`config.mk`:
```
export PLATFORM = sky130hd
export DESIGN_NAME = tof_interrupt_and_overflow_limits
export DESIGN_NICKNAME = d
export VERILOG_FILES = /design/src/tof_irq_pkg.sv /design/src/tof_interrupt_and_overflow_limits.sv
export VERILOG_INCLUDE_DIRS = /design/src
export SDC_FILE = /design/constraint.sdc
export NUM_CORES = 1
export LEC_CHECK = 0
export BUFFER_PORTS_ARGS = -buffer_cell sky130_fd_sc_hd__buf_4
export CAP_MARGIN = 20
export CORE_UTILIZATION = 40
export DETAILED_ROUTE_END_ITERATION = 10
export PLACE_DENSITY = 0.56
export SLEW_MARGIN = 20
export SYNTH_ARGS = -nofsm -noshare
export SYNTH_HDL_FRONTEND = slang
export SYNTH_SLANG_ARGS = --single-unit
```
`constraint.sdc`:
```
create_clock -name i_clk -period 2.9 [get_ports i_clk]
set_clock_uncertainty 0.1 [all_clocks]
set_input_delay 0.29 -clock i_clk [delete_from_list [all_inputs] [get_ports i_clk]]
set_output_delay 0.29 -clock i_clk [all_outputs]
set_load 0.02 [all_outputs]
```
`src/tof_irq_defs.svh`:
```
// Register offsets, field positions and reset values of the
// interrupt, enable and overflow-limit block.
// Assumes an 8-bit register port with byte addresses.
`ifndef TOF_IRQ_DEFS_SVH
`define TOF_IRQ_DEFS_SVH

// ****************************************
// Register offsets
// ****************************************
`define OFS_CONTROL 8'h00
`define OFS_INT_STATUS 8'h02
`define OFS_INT_ENABLE 8'h03
`define OFS_COARSE_LIMIT_HIGH 8'h04
`define OFS_COARSE_LIMIT_LOW 8'h05
`define OFS_CLOCK_LIMIT_HIGH 8'h06
`define OFS_CLOCK_LIMIT_LOW 8'h07

// ****************************************
// Field positions
// ****************************************
`define BIT_BEGIN_SEQUENCE 0
`define BIT_NEW_RESULT 0
`define BIT_COARSE_LIMIT 1
`define BIT_CLOCK_LIMIT 2
`define BIT_SEQUENCE_BEGUN 3
`define BIT_SEQUENCE_DONE 4
`define STATUS_WIDTH 5
`define ENABLE_WIDTH 3

// ****************************************
// Reset values
// ****************************************
`define RST_INT_STATUS 5'h00
`define RST_INT_ENABLE 3'h7
`define RST_LIMIT_BYTE 8'hFF

`endif

```
`src/tof_irq_pkg.sv`:
```
// Types shared by the interrupt and overflow-limit block.
// Assumes tof_irq_defs.svh for all numeric constants.
package tof_irq_pkg;
	typedef logic [7:0] byte_t;
	typedef logic [15:0] word_t;
	typedef enum logic [1:0] {
		ST_IDLE = 2'b00,
		ST_ARMED = 2'b01,
		ST_RUN = 2'b10
	} seq_state_t;
endpackage : tof_irq_pkg

```
`src/tof_interrupt_and_overflow_limits.sv`:
```
// Interrupt status, interrupt enables and counter overflow limits
// of a time-to-digital converter measurement sequencer.
// Assumes one 100 MHz clock, synchronous start/stop/tick inputs and
// a register master that holds each strobe for one cycle.
// Limits hit on equality only; a passed limit is met after wrap.
//
// Function
// - Status bit 4 sets when the sequence ends on a stop edge, not on a limit; write one clears.
// - Status bit 3 sets on start edge as measurement begins; write one clears.
// - Clock counter reaching its limit sets bit 2 and stops measurement at once.
// - Coarse counter reaching its limit sets bit 1 and stops measurement at once.
// - Status bit 0 sets when a new measurement completes.
// - Interrupt bits stay set until a one is written; zero leaves them.
// - Status resets to zero; bits 7 to 5 read zero and do nothing.
// - Enable register at 03h resets to 07h; bits 7 to 3 reserved.
// - Enable bit one passes its interrupt to the pin; zero blocks it.
// - Disabled interrupt keeps pin quiet but its status bit still sets.
// - Coarse limit is 16 bits, high at 04h, low at 05h, reset FFh.
// - Clock limit is 16 bits, high at 06h, low at 07h, reset FFh.
// - Writing one to the begin bit clears all status before starting.
`timescale 1ns/1ps
`default_nettype none
`include "tof_irq_defs.svh"

module tof_interrupt_and_overflow_limits (
	input wire logic i_clk, // 100 MHz reference clock
	input wire logic i_rst_n, // Asynchronous reset, active low
	input wire tof_irq_pkg::byte_t i_addr, // Register address
	input wire tof_irq_pkg::byte_t i_wdata, // Register write data
	input wire logic i_wr, // Write strobe, one cycle
	input wire logic i_rd, // Read strobe, one cycle
	output var tof_irq_pkg::byte_t o_rdata, // Read data, cycle after strobe
	input wire logic i_start, // Start signal, rising edge begins
	input wire logic i_stop, // Stop signal, rising edge ends
	input wire logic i_coarse_tick, // Coarse counter advance pulse
	output logic o_trigger, // One-cycle trigger on sequence begin
	output logic o_running, // Measurement between start and stop
	output logic o_irq_pin_n, // Interrupt pin, active low
	output var tof_irq_pkg::word_t o_clock_count, // Live clock counter
	output var tof_irq_pkg::word_t o_coarse_count // Live coarse counter
);
	import tof_irq_pkg::*;

	// ****************************************
	// Storage
	// ****************************************
	seq_state_t state_q;
	seq_state_t state_d;
	logic [`STATUS_WIDTH-1:0] status_q;
	logic [`STATUS_WIDTH-1:0] status_d;
	logic [`ENABLE_WIDTH-1:0] enable_q;
	logic [`ENABLE_WIDTH-1:0] enable_d;
	byte_t coarse_hi_q;
	byte_t coarse_lo_q;
	byte_t clock_hi_q;
	byte_t clock_lo_q;
	logic begin_q;
	logic begin_d;
	logic start_prev_q;
	logic stop_prev_q;
	word_t clk_cnt_q;
	word_t clk_cnt_d;
	word_t coarse_cnt_q;
	word_t coarse_cnt_d;
	byte_t rdata_q;
	byte_t rdata_d;
	logic trigger_q;
	logic running_q;
	logic irq_n_q;

	// ****************************************
	// Address decode
	// ****************************************
	wire sel_ctrl = (i_addr == `OFS_CONTROL);
	wire sel_status = (i_addr == `OFS_INT_STATUS);
	wire sel_enable = (i_addr == `OFS_INT_ENABLE);
	wire sel_cr_hi = (i_addr == `OFS_COARSE_LIMIT_HIGH);
	wire sel_cr_lo = (i_addr == `OFS_COARSE_LIMIT_LOW);
	wire sel_ck_hi = (i_addr == `OFS_CLOCK_LIMIT_HIGH);
	wire sel_ck_lo = (i_addr == `OFS_CLOCK_LIMIT_LOW);

	wire wr_status = i_wr & sel_status;
	wire wr_enable = i_wr & sel_enable;
	// Writing zero to the begin bit has no effect
	wire begin_wr = i_wr & sel_ctrl & i_wdata[`BIT_BEGIN_SEQUENCE];

	// ****************************************
	// Limit write enables
	// ****************************************
	// Limit bytes load independently, with no shadow copy
	wire wr_cr_hi = i_wr & sel_cr_hi;
	wire wr_cr_lo = i_wr & sel_cr_lo;
	wire wr_ck_hi = i_wr & sel_ck_hi;
	wire wr_ck_lo = i_wr & sel_ck_lo;

	// ****************************************
	// Edges and limits
	// ****************************************
	wire start_edge = i_start & ~start_prev_q;
	wire stop_edge = i_stop & ~stop_prev_q;

	// Upper byte is the most significant part
	wire [15:0] coarse_limit = {coarse_hi_q, coarse_lo_q};
	wire [15:0] clock_limit = {clock_hi_q, clock_lo_q};

	wire in_run = (state_q == ST_RUN);
	// A limit of 1 would end a run on the first tick
	wire coarse_hit = in_run & (coarse_cnt_q == coarse_limit);
	wire clock_hit = in_run & (clk_cnt_q == clock_limit);
	wire any_hit = coarse_hit | clock_hit;
	wire began = (state_q == ST_ARMED) & start_edge & ~begin_wr;
	wire finished = in_run & stop_edge & ~any_hit & ~begin_wr;
	// Either way out of a run drops the begin bit
	wire run_end = in_run & (any_hit | stop_edge);

	// ****************************************
	// Status event vector
	// ****************************************
	wire set_begun = began;
	wire set_clock = clock_hit & ~begin_wr;
	wire set_coarse = coarse_hit & ~begin_wr;
	wire set_result = finished;
	wire set_done = finished;

	wire [`STATUS_WIDTH-1:0] status_set = {
		set_done,
		set_begun,
		set_clock,
		set_coarse,
		set_result
	};

	// Begin write wipes everything, else write-one-to-clear
	wire [`STATUS_WIDTH-1:0] status_clr =
		begin_wr ? {`STATUS_WIDTH{1'b1}} :
		wr_status ? i_wdata[`STATUS_WIDTH-1:0] :
		{`STATUS_WIDTH{1'b0}};

	// Set wins over a status write clear in the same cycle; a begin write clears all
	assign status_d = (status_q & ~status_clr) | status_set;

	// Reserved enable bits are not stored and read zero
	assign enable_d = wr_enable ? i_wdata[`ENABLE_WIDTH-1:0] : enable_q;

	// ****************************************
	// Sequencer
	// ****************************************
	always_comb begin
		state_d = state_q;
		unique case (state_q)
			ST_IDLE: begin
				state_d = ST_IDLE;
			end
			ST_ARMED: begin
				if (start_edge) begin
					state_d = ST_RUN;
				end
			end
			ST_RUN: begin
				// Overflow ends the run before any stop
				if (any_hit || stop_edge) begin
					state_d = ST_IDLE;
				end
			end
			default: begin
				state_d = ST_IDLE;
			end
		endcase
		// A new begin restarts from any state
		if (begin_wr) begin
			state_d = ST_ARMED;
		end
	end

	// Begin bit reads one until the sequence ends either way
	assign begin_d = begin_wr ? 1'b1 : (run_end ? 1'b0 : begin_q);
	wire running_d = (state_d == ST_RUN);

	// ****************************************
	// Counters
	// ****************************************
	// Counters run only while measuring; zeroed on start edge
	// No saturation: a count wraps at 16 bits if no limit is met
	assign clk_cnt_d = began ? 16'h0000 :
		((in_run && !any_hit) ? clk_cnt_q + 16'h0001 : clk_cnt_q);
	assign coarse_cnt_d = began ? 16'h0000 :
		((in_run && !any_hit && i_coarse_tick) ?
		coarse_cnt_q + 16'h0001 : coarse_cnt_q);

	// ****************************************
	// Read mux
	// ****************************************
	wire [7:0] rd_ctrl = {7'h00, begin_q};
	wire [7:0] rd_status = {3'h0, status_q};
	wire [7:0] rd_enable = {5'h00, enable_q};

	always_comb begin
		rdata_d = 8'h00;
		if (i_rd) begin
			if (sel_ctrl) begin
				rdata_d = rd_ctrl;
			end else if (sel_status) begin
				rdata_d = rd_status;
			end else if (sel_enable) begin
				rdata_d = rd_enable;
			end else if (sel_cr_hi) begin
				rdata_d = coarse_hi_q;
			end else if (sel_cr_lo) begin
				rdata_d = coarse_lo_q;
			end else if (sel_ck_hi) begin
				rdata_d = clock_hi_q;
			end else if (sel_ck_lo) begin
				rdata_d = clock_lo_q;
			end
		end
	end

	// ****************************************
	// Interrupt pin
	// ****************************************
	// Only the three maskable bits reach the pin
	wire irq_n_d = ~|(status_d[`ENABLE_WIDTH-1:0] & enable_d);

	// ****************************************
	// Sequencer flip-flops
	// ****************************************
	always_ff @(posedge i_clk or negedge i_rst_n) begin
		if (!i_rst_n) begin
			state_q <= ST_IDLE;
		end else begin
			state_q <= state_d;
		end
	end

	always_ff @(posedge i_clk or negedge i_rst_n) begin
		if (!i_rst_n) begin
			begin_q <= 1'b0;
		end else begin
			begin_q <= begin_d;
		end
	end

	// Edge detectors reset to the idle low level, so no false edge
	always_ff @(posedge i_clk or negedge i_rst_n) begin
		if (!i_rst_n) begin
			start_prev_q <= 1'b0;
			stop_prev_q <= 1'b0;
		end else begin
			start_prev_q <= i_start;
			stop_prev_q <= i_stop;
		end
	end

	always_ff @(posedge i_clk or negedge i_rst_n) begin
		if (!i_rst_n) begin
			trigger_q <= 1'b0;
		end else begin
			trigger_q <= begin_wr;
		end
	end

	always_ff @(posedge i_clk or negedge i_rst_n) begin
		if (!i_rst_n) begin
			running_q <= 1'b0;
		end else begin
			running_q <= running_d;
		end
	end

	// ****************************************
	// Status and enable flip-flops
	// ****************************************
	always_ff @(posedge i_clk or negedge i_rst_n) begin
		if (!i_rst_n) begin
			status_q <= `RST_INT_STATUS;
		end else begin
			status_q <= status_d;
		end
	end

	always_ff @(posedge i_clk or negedge i_rst_n) begin
		if (!i_rst_n) begin
			enable_q <= `RST_INT_ENABLE;
		end else begin
			enable_q <= enable_d;
		end
	end

	// Pin registered beside status, so both move on one edge
	always_ff @(posedge i_clk or negedge i_rst_n) begin
		if (!i_rst_n) begin
			irq_n_q <= 1'b1;
		end else begin
			irq_n_q <= irq_n_d;
		end
	end

	// ****************************************
	// Limit flip-flops
	// ****************************************
	// A limit lowered below a running count is only met after wrap
	always_ff @(posedge i_clk or negedge i_rst_n) begin
		if (!i_rst_n) begin
			coarse_hi_q <= `RST_LIMIT_BYTE;
		end else if (wr_cr_hi) begin
			coarse_hi_q <= i_wdata;
		end
	end

	always_ff @(posedge i_clk or negedge i_rst_n) begin
		if (!i_rst_n) begin
			coarse_lo_q <= `RST_LIMIT_BYTE;
		end else if (wr_cr_lo) begin
			coarse_lo_q <= i_wdata;
		end
	end

	always_ff @(posedge i_clk or negedge i_rst_n) begin
		if (!i_rst_n) begin
			clock_hi_q <= `RST_LIMIT_BYTE;
		end else if (wr_ck_hi) begin
			clock_hi_q <= i_wdata;
		end
	end

	always_ff @(posedge i_clk or negedge i_rst_n) begin
		if (!i_rst_n) begin
			clock_lo_q <= `RST_LIMIT_BYTE;
		end else if (wr_ck_lo) begin
			clock_lo_q <= i_wdata;
		end
	end

	// ****************************************
	// Counter and read data flip-flops
	// ****************************************
	always_ff @(posedge i_clk or negedge i_rst_n) begin
		if (!i_rst_n) begin
			clk_cnt_q <= 16'h0000;
		end else begin
			clk_cnt_q <= clk_cnt_d;
		end
	end

	always_ff @(posedge i_clk or negedge i_rst_n) begin
		if (!i_rst_n) begin
			coarse_cnt_q <= 16'h0000;
		end else begin
			coarse_cnt_q <= coarse_cnt_d;
		end
	end

	// Read data stands one cycle, zero otherwise
	always_ff @(posedge i_clk or negedge i_rst_n) begin
		if (!i_rst_n) begin
			rdata_q <= 8'h00;
		end else begin
			rdata_q <= rdata_d;
		end
	end

	// ****************************************
	// Outputs
	// ****************************************
	assign o_rdata = rdata_q;
	assign o_trigger = trigger_q;
	assign o_running = running_q;
	assign o_irq_pin_n = irq_n_q;
	assign o_clock_count = clk_cnt_q;
	assign o_coarse_count = coarse_cnt_q;

endmodule : tof_interrupt_and_overflow_limits

`default_nettype wire

```
==> qor.csv, run 1 <==
metric,value,unit
cts_inserted_buffers,9,
drive_gt1_frac,0.352,
netlist_top_cells_count,"dfrtp_1 (52), dfstp_2 (36), mux2_2 (34), nand2_1 (34), a21oi_1 (32)",
status,finished clean,
fin_area,0.00583,mm²
setup_slack,0.295,ns
synth_top_flop_cell,dfrtp_1,
path_cells,dlygate4sd3_1 -> buf_4 -> nor2b_1 -> nand2_1 -> nor2_2 -> buf_4 -> or2_2 -> mux2i_1,
yosys.cell_types.count,58,
cts.clk_slew.worst_paths,0.06,ns
reg2reg_depth,8,
grt_pass1_vias,3840,
nFillCells,1101,
synth_nets,481,
cts_tree,built,
clock_latency,0.35,ns
wl_per_cell,20.1,µm
fmax,384,MHz
via_count,3926,
io_buffers,65,
start_util,0.409,
die_width,113,µm
p_leak,2.40,nW
dpl_cell_area,0.00552,mm²
finalNonFillerCells,678,
netlist_instances,454,
grt_overflow,0,
clock_sinks,88,
cp_common_cell,buf_4,
powerDensity,457,mW/mm²
min_path_type,in -> reg,
ios,66,
cp_num_buf_inv,3,
max_cap_viol_count,0,
final_util,0.487,
grt_pass1_wl,22.0,mm
rsz0062_at_grt,false,
hold_depth,2,
maxSlewViolCount,0,
synth_top_area_frac,0.266,
period_needed,2.60,ns
grt_use_total,0.230,
drtIter0Drc,212,
gp_routability_congestion,0.874,
max-slew-margin-rel,0.293,
die-area,0.0127,mm²
ir_drop,0.222,mV
route.detailed.drc,0,
dp_cells,659,
final_nets,553,
vias_per_cell,5.79,
n_antenna_cell,0,
tightest_slew,1.06,ns
critPathSlowestCell,nor2_2,
drt_pass1_iterations,4,
ys_warn_count,0,
ys_ff_latch,88,
end_kind,register,
ys_seq_area_frac,0.460,
hold_slack,0.0788,ns
max_stage_delay,0.82,ns
synth.top_cells.by_area,"dfrtp_1 (27%), dfstp_2 (19%), mux2_2 (7.8%), xnor2_1 (3.9%), mux4_2 (3.7%)",
post_cts_buffers,0,
hpwl,9.94,mm
hold_viol,0,
final.period_utilization,0.898,
dp_slack,0.370,ns
syn_area_per_cell,10.8,µm²
worstSetupPathDepth,8,
clk_path_buf_depth,2,
critPathMaxFanout,22,
yosysMostFrequentCell,dfrtp_1,
worstSetupPathType,in -> reg,
die_h,113,µm
num_rows,40,
yosysTopAreaCell,dfrtp_1,
antenna_found_initial,0,
ant_nets,0,
synth-edff-count,0,
area_growth,19.3,%
arrival,2.73,ns
grt_max_degree,47,
critical-path-top-delay-family,simple AND/OR/NAND/NOR gates,
design.core.area,0.0120,mm²
wirelength,13.6,mm
setup_viol,0,
synthArstFlopShare,1.00,
start_kind,input pin,
clock-root-buffer,clkbuf_16,
h-tree-depth,3,
cp.required,3.03,ns
design_power_total,2.66,mW
fin_setup_tns,0,ns
synth_area,0.00489,mm²
[sequential cells by signal, indices dropped and copies added, names as in the netlist]
register	count
o_clock_count	16
o_coarse_count	16
clock_hi_q	8
clock_lo_q	8
coarse_hi_q	8
coarse_lo_q	8
o_rdata	8
status_q	5
enable_q	3
state_q	2
begin_q	1
o_irq_pin_n	1
o_running	1
o_trigger	1
start_prev_q	1
stop_prev_q	1
[cells in the final DEF, fill, tap and decap left out, drive strengths merged, types with 6 or more instances in the layout]
cell | synthesis | final
a21oi | 32 | 32
and2 | 6 | 6
and3 | 11 | 11
buf | 13 | 74
clkbuf | 3 | 10
dfrtp | 52 | 52
dfstp | 36 | 36
inv | 9 | 12
mux2 | 34 | 34
mux4 | 8 | 8
nand2 | 35 | 35
nand3 | 23 | 23
nand4 | 17 | 17
nor2 | 18 | 18
nor3 | 11 | 11
o21ai | 26 | 26
o31ai | 10 | 10
or3 | 17 | 17
or4 | 18 | 18
xnor2 | 22 | 22
xor2 | 11 | 11
[worst paths after layout]
check                           slack (ns)   startpoint                end
min in group asynchronous             0.37      i_rst_n  o_coarse_count[7]
worst min register to register        0.44  status_q[0]        status_q[0]
worst min-delay path                  0.08         i_rd         o_rdata[0]
worst max-delay path                  0.30      i_start  o_coarse_count[3]
max in group asynchronous             1.60      i_rst_n      clock_lo_q[4]
worst max register to register        0.46   state_q[0]  o_coarse_count[8]
[power by group]
group	internal, mW	switching, mW	leakage [nW]	total (mW)
Combinational	0.101	0.123	1.25	0.223
Sequential	1.28	0.0370	1.01	1.32
Clock	0.609	0.517	0.143	1.13
[timing repair]
action	4_1_cts	5_1_grt
hold buffers	3	0
endpoints found under the hold margin	27	0
gates resized for setup	0	0
[cell families after synthesis]
kind of cell | count (synthesis) | share of synthesized area
AO/OA/AOI/OAI | 84 | 0.102
XOR/XNOR | 33 | 0.0591
adder cells (fa/ha/maj) | 4 | 0.0102
buffers and inverters | 25 | 0.0317
flip-flops | 88 | 0.460
multiplexers | 47 | 0.125
AND/OR/NAND/NOR | 173 | 0.212
[cell type report]
type	count	area [µm²]	area share
repair buffers	77	598	0.103
inverters	9	33.8	0.00579
clock inverters	6	41.3	0.00708
flip-flops and latches	88	2250	0.385
clock buffers	10	239	0.0410
multi-input cells	341	2490	0.427
well taps	147	184	0.0315
[routing by layer]
metal	wire length [µm]	global-route usage	share of wire
met4	203	0.0844	0.015
met5	0	0	0
met1	6370	0.323	0.47
met2	6470	0.365	0.47
met3	612	0.0308	0.045
[worst reg2reg max path, stage by stage, from the launching register on]
cell     delay [ns]
dfrtp_1        0.35
inv_1          0.08
ha_1           0.32
inv_1          0.25
nor3_2         0.10
a22o_1         0.24
buf_4          0.23
or4_1          0.54
a21oi_1        0.16
Note: power is estimated with default switching activity, not from simulation.
==> inputs of run 2 (changes only) <==
- MAX_ROUTING_LAYER: default -> met4
- REMOVE_ABC_BUFFERS: default -> 1
==> run 2 against run 1 <==
  * Count of clock-buffer cells in the layout up 1
  * Core utilization up 0.60 points
  * Critical endpoint is now o_coarse_count[7]
  * Critical path depth down 1
  * Setup slack better by 0.16 ns
  * Highest routed layer unchanged
  * Global-route usage up 0.52 points
  * Sequential share of layout area down 0.47 points
  * Combinational power about the same
  * First-iteration DRC count up 24%
  * Hold slack better by 0.014 ns
  * Cell count up 0.44%
==> qor.csv, run 2 (same netlist as run 1, synthesis figures left out) <==
metric,value,unit,change
status,finished clean,,unchanged
maxSlewViolCount,0,,unchanged
start_util,0.409,,unchanged
max_cap_viol_count,0,,unchanged
setup_viol,0,,unchanged
io_buffers,65,,unchanged
antenna_found_initial,0,,unchanged
clock_sinks,88,,unchanged
final_nets,556,,was 553
grt_max_degree,56,,was 47
final.period_utilization,0.842,,was 0.898
drive_gt1_frac,0.356,,was 0.352
fmax,410,MHz,was 384 MHz
design_power_total,2.77,mW,was 2.66 mW
layout_common_cells,"buf_4 (75), dfrtp_1 (52), dfstp_2 (36)",,"was buf_4 (73), dfrtp_1 (52), dfstp_2 (36)"
die_width,113,µm,unchanged
clock-root-buffer,clkbuf_16,,unchanged
cts_tree,built,,unchanged
grt_use_total,0.235,,was 0.230
final_common_cell,buf_4,,unchanged
wirelength,13.5,mm,was 13.6 mm
design.core.area,0.0120,mm²,unchanged
hold_viol,0,,unchanged
post_cts_buffers,0,,unchanged
die-area,0.0127,mm²,unchanged
clk_path_buf_depth,2,,unchanged
critPathMaxFanout,55,,was 22
setup.worst_path.start,o_clock_count[6],,was i_start
cts.clk_slew.worst_paths,0.06,ns,about the same
cp.required,3.00,ns,was 3.03 ns
nFillCells,1118,,"was 1,101"
num_rows,40,,unchanged
min_path_type,in -> reg,,unchanged
hpwl,9.90,mm,was 9.94 mm
powerDensity,470,mW/mm²,was 457 mW/mm²
start_kind,register,,was input pin
n_antenna_cell,0,,unchanged
drt_pass1_iterations,5,,was 4
grt_pass1_vias,3903,,"was 3,840"
rsz0062_at_grt,false,,unchanged
tightest_slew,0.746,ns,was 1.06 ns
grt_overflow,0,,unchanged
p_leak,2.43,nW,was 2.40 nW
r2r-start,o_clock_count[6],,was state_q[0]
wl_per_cell,19.9,µm,was 20.1 µm
via_count,3950,,"was 3,926"
area_growth,20.8,%,was 19.3%
cts_inserted_buffers,9,,unchanged
gp_routability_congestion,0.858,,was 0.874
holdCritStartpoint,i_rd,,unchanged
die_h,113,µm,unchanged
ios,66,,unchanged
period_needed,2.44,ns,was 2.60 ns
max-slew-margin-rel,0.502,,was 0.293
grt_pass1_wl,21.8,mm,was 22.0 mm
worstSetupPathType,reg -> reg,,was in -> reg
clock_latency,0.35,ns,about the same
vias_per_cell,5.80,,was 5.79
fin_setup_tns,0,ns,unchanged
h-tree-depth,3,,unchanged
end_kind,register,,unchanged
drtIter0Drc,262,,was 212
ir_drop,0.237,mV,was 0.222 mV
ant_nets,0,,unchanged
arrival,2.54,ns,was 2.73 ns
route.detailed.drc,0,,unchanged
run 2: cell types whose count changed in the layout (fill, tap and decap cells not counted), sizes merged:
cell | before | now
buf | 74 | 77
inv | 12 | 9
bufinv | 0 | 1
clkbuf | 10 | 11
clkinvlp | 0 | 1
run 2: layout make-up:
class / instances / area [µm²] / area share
Multi-Input combinational cell: 341 / 2490 / 0.421
Timing Repair Buffer: 80 / 633 / 0.107
Sequential cell: 88 / 2250 / 0.381
Clock inverter: 5 / 52.6 / 0.00890
Tap cell: 147 / 184 / 0.0312
Inverter: 9 / 33.8 / 0.00572
Clock buffer: 11 / 264 / 0.0447
run 2: worst max-delay path, cell delays in order, from the launching register on:
cell	delay, ns
dfrtp_1	0.47
xor2_1	0.18
or2_2	0.30
nor4_1	0.52
a22o_1	0.27
buf_12	0.22
or4_1	0.15
a21oi_1	0.06
run 2: per-layer routing:
metal | global-route usage | vias up | routed length (µm)
met1 | 0.313 | 1989 | 6210
met3 | 0.0535 | 17 | 613
met4 | 0.0658 | 0 | 257
met2 | 0.362 | 109 | 6460
met5 | - | - | 0
li1 | - | 1835 | -
run 2: what timing repair did:
| action | CTS | global route |
|---|---|---|
| endpoints found under the hold margin | 30 | 0 |
| gates resized for setup | 0 | 0 |
| hold buffers | 3 | 0 |
run 2: worst paths after layout:
path | cells past startpoint | end | slack (ns)
min | 2 | o_rdata[0] | 0.09
max in group asynchronous | 3 | clock_lo_q[7] | 1.62
max reg2reg | 7 | o_coarse_count[7] | 0.46
min reg2reg | 2 | o_rdata[2] | 0.43
min in group asynchronous | 2 | o_rdata[0] | 0.38
max | 7 | o_coarse_count[7] | 0.46
run 2: report_power, final:
| group | total (mW) | switching [mW] | internal [mW] |
|---|---|---|---|
| clock network | 1.24 | 0.499 | 0.739 |
| logic | 0.220 | 0.119 | 0.102 |
| registers | 1.32 | 0.0361 | 1.28 |
| total | 2.77 | 0.654 | 2.12 |
run 2: stage by stage:
step | setup slack, ns | hold slack [ns] | cell area (µm²) | std cells | util
after floorplan | 0.156 | -0.106 | 4770 | 438 | -
after global placement | 0.500 | 0.237 | 5560 | 662 | 0.464
after detailed placement | 0.469 | 0.238 | 5560 | 662 | 0.464
after CTS | 0.457 | 0.0890 | 5900 | 681 | 0.493
after global routing | 0.316 | 0.0920 | 5900 | 681 | 0.493
final | 0.458 | 0.0923 | 5900 | 681 | 0.493
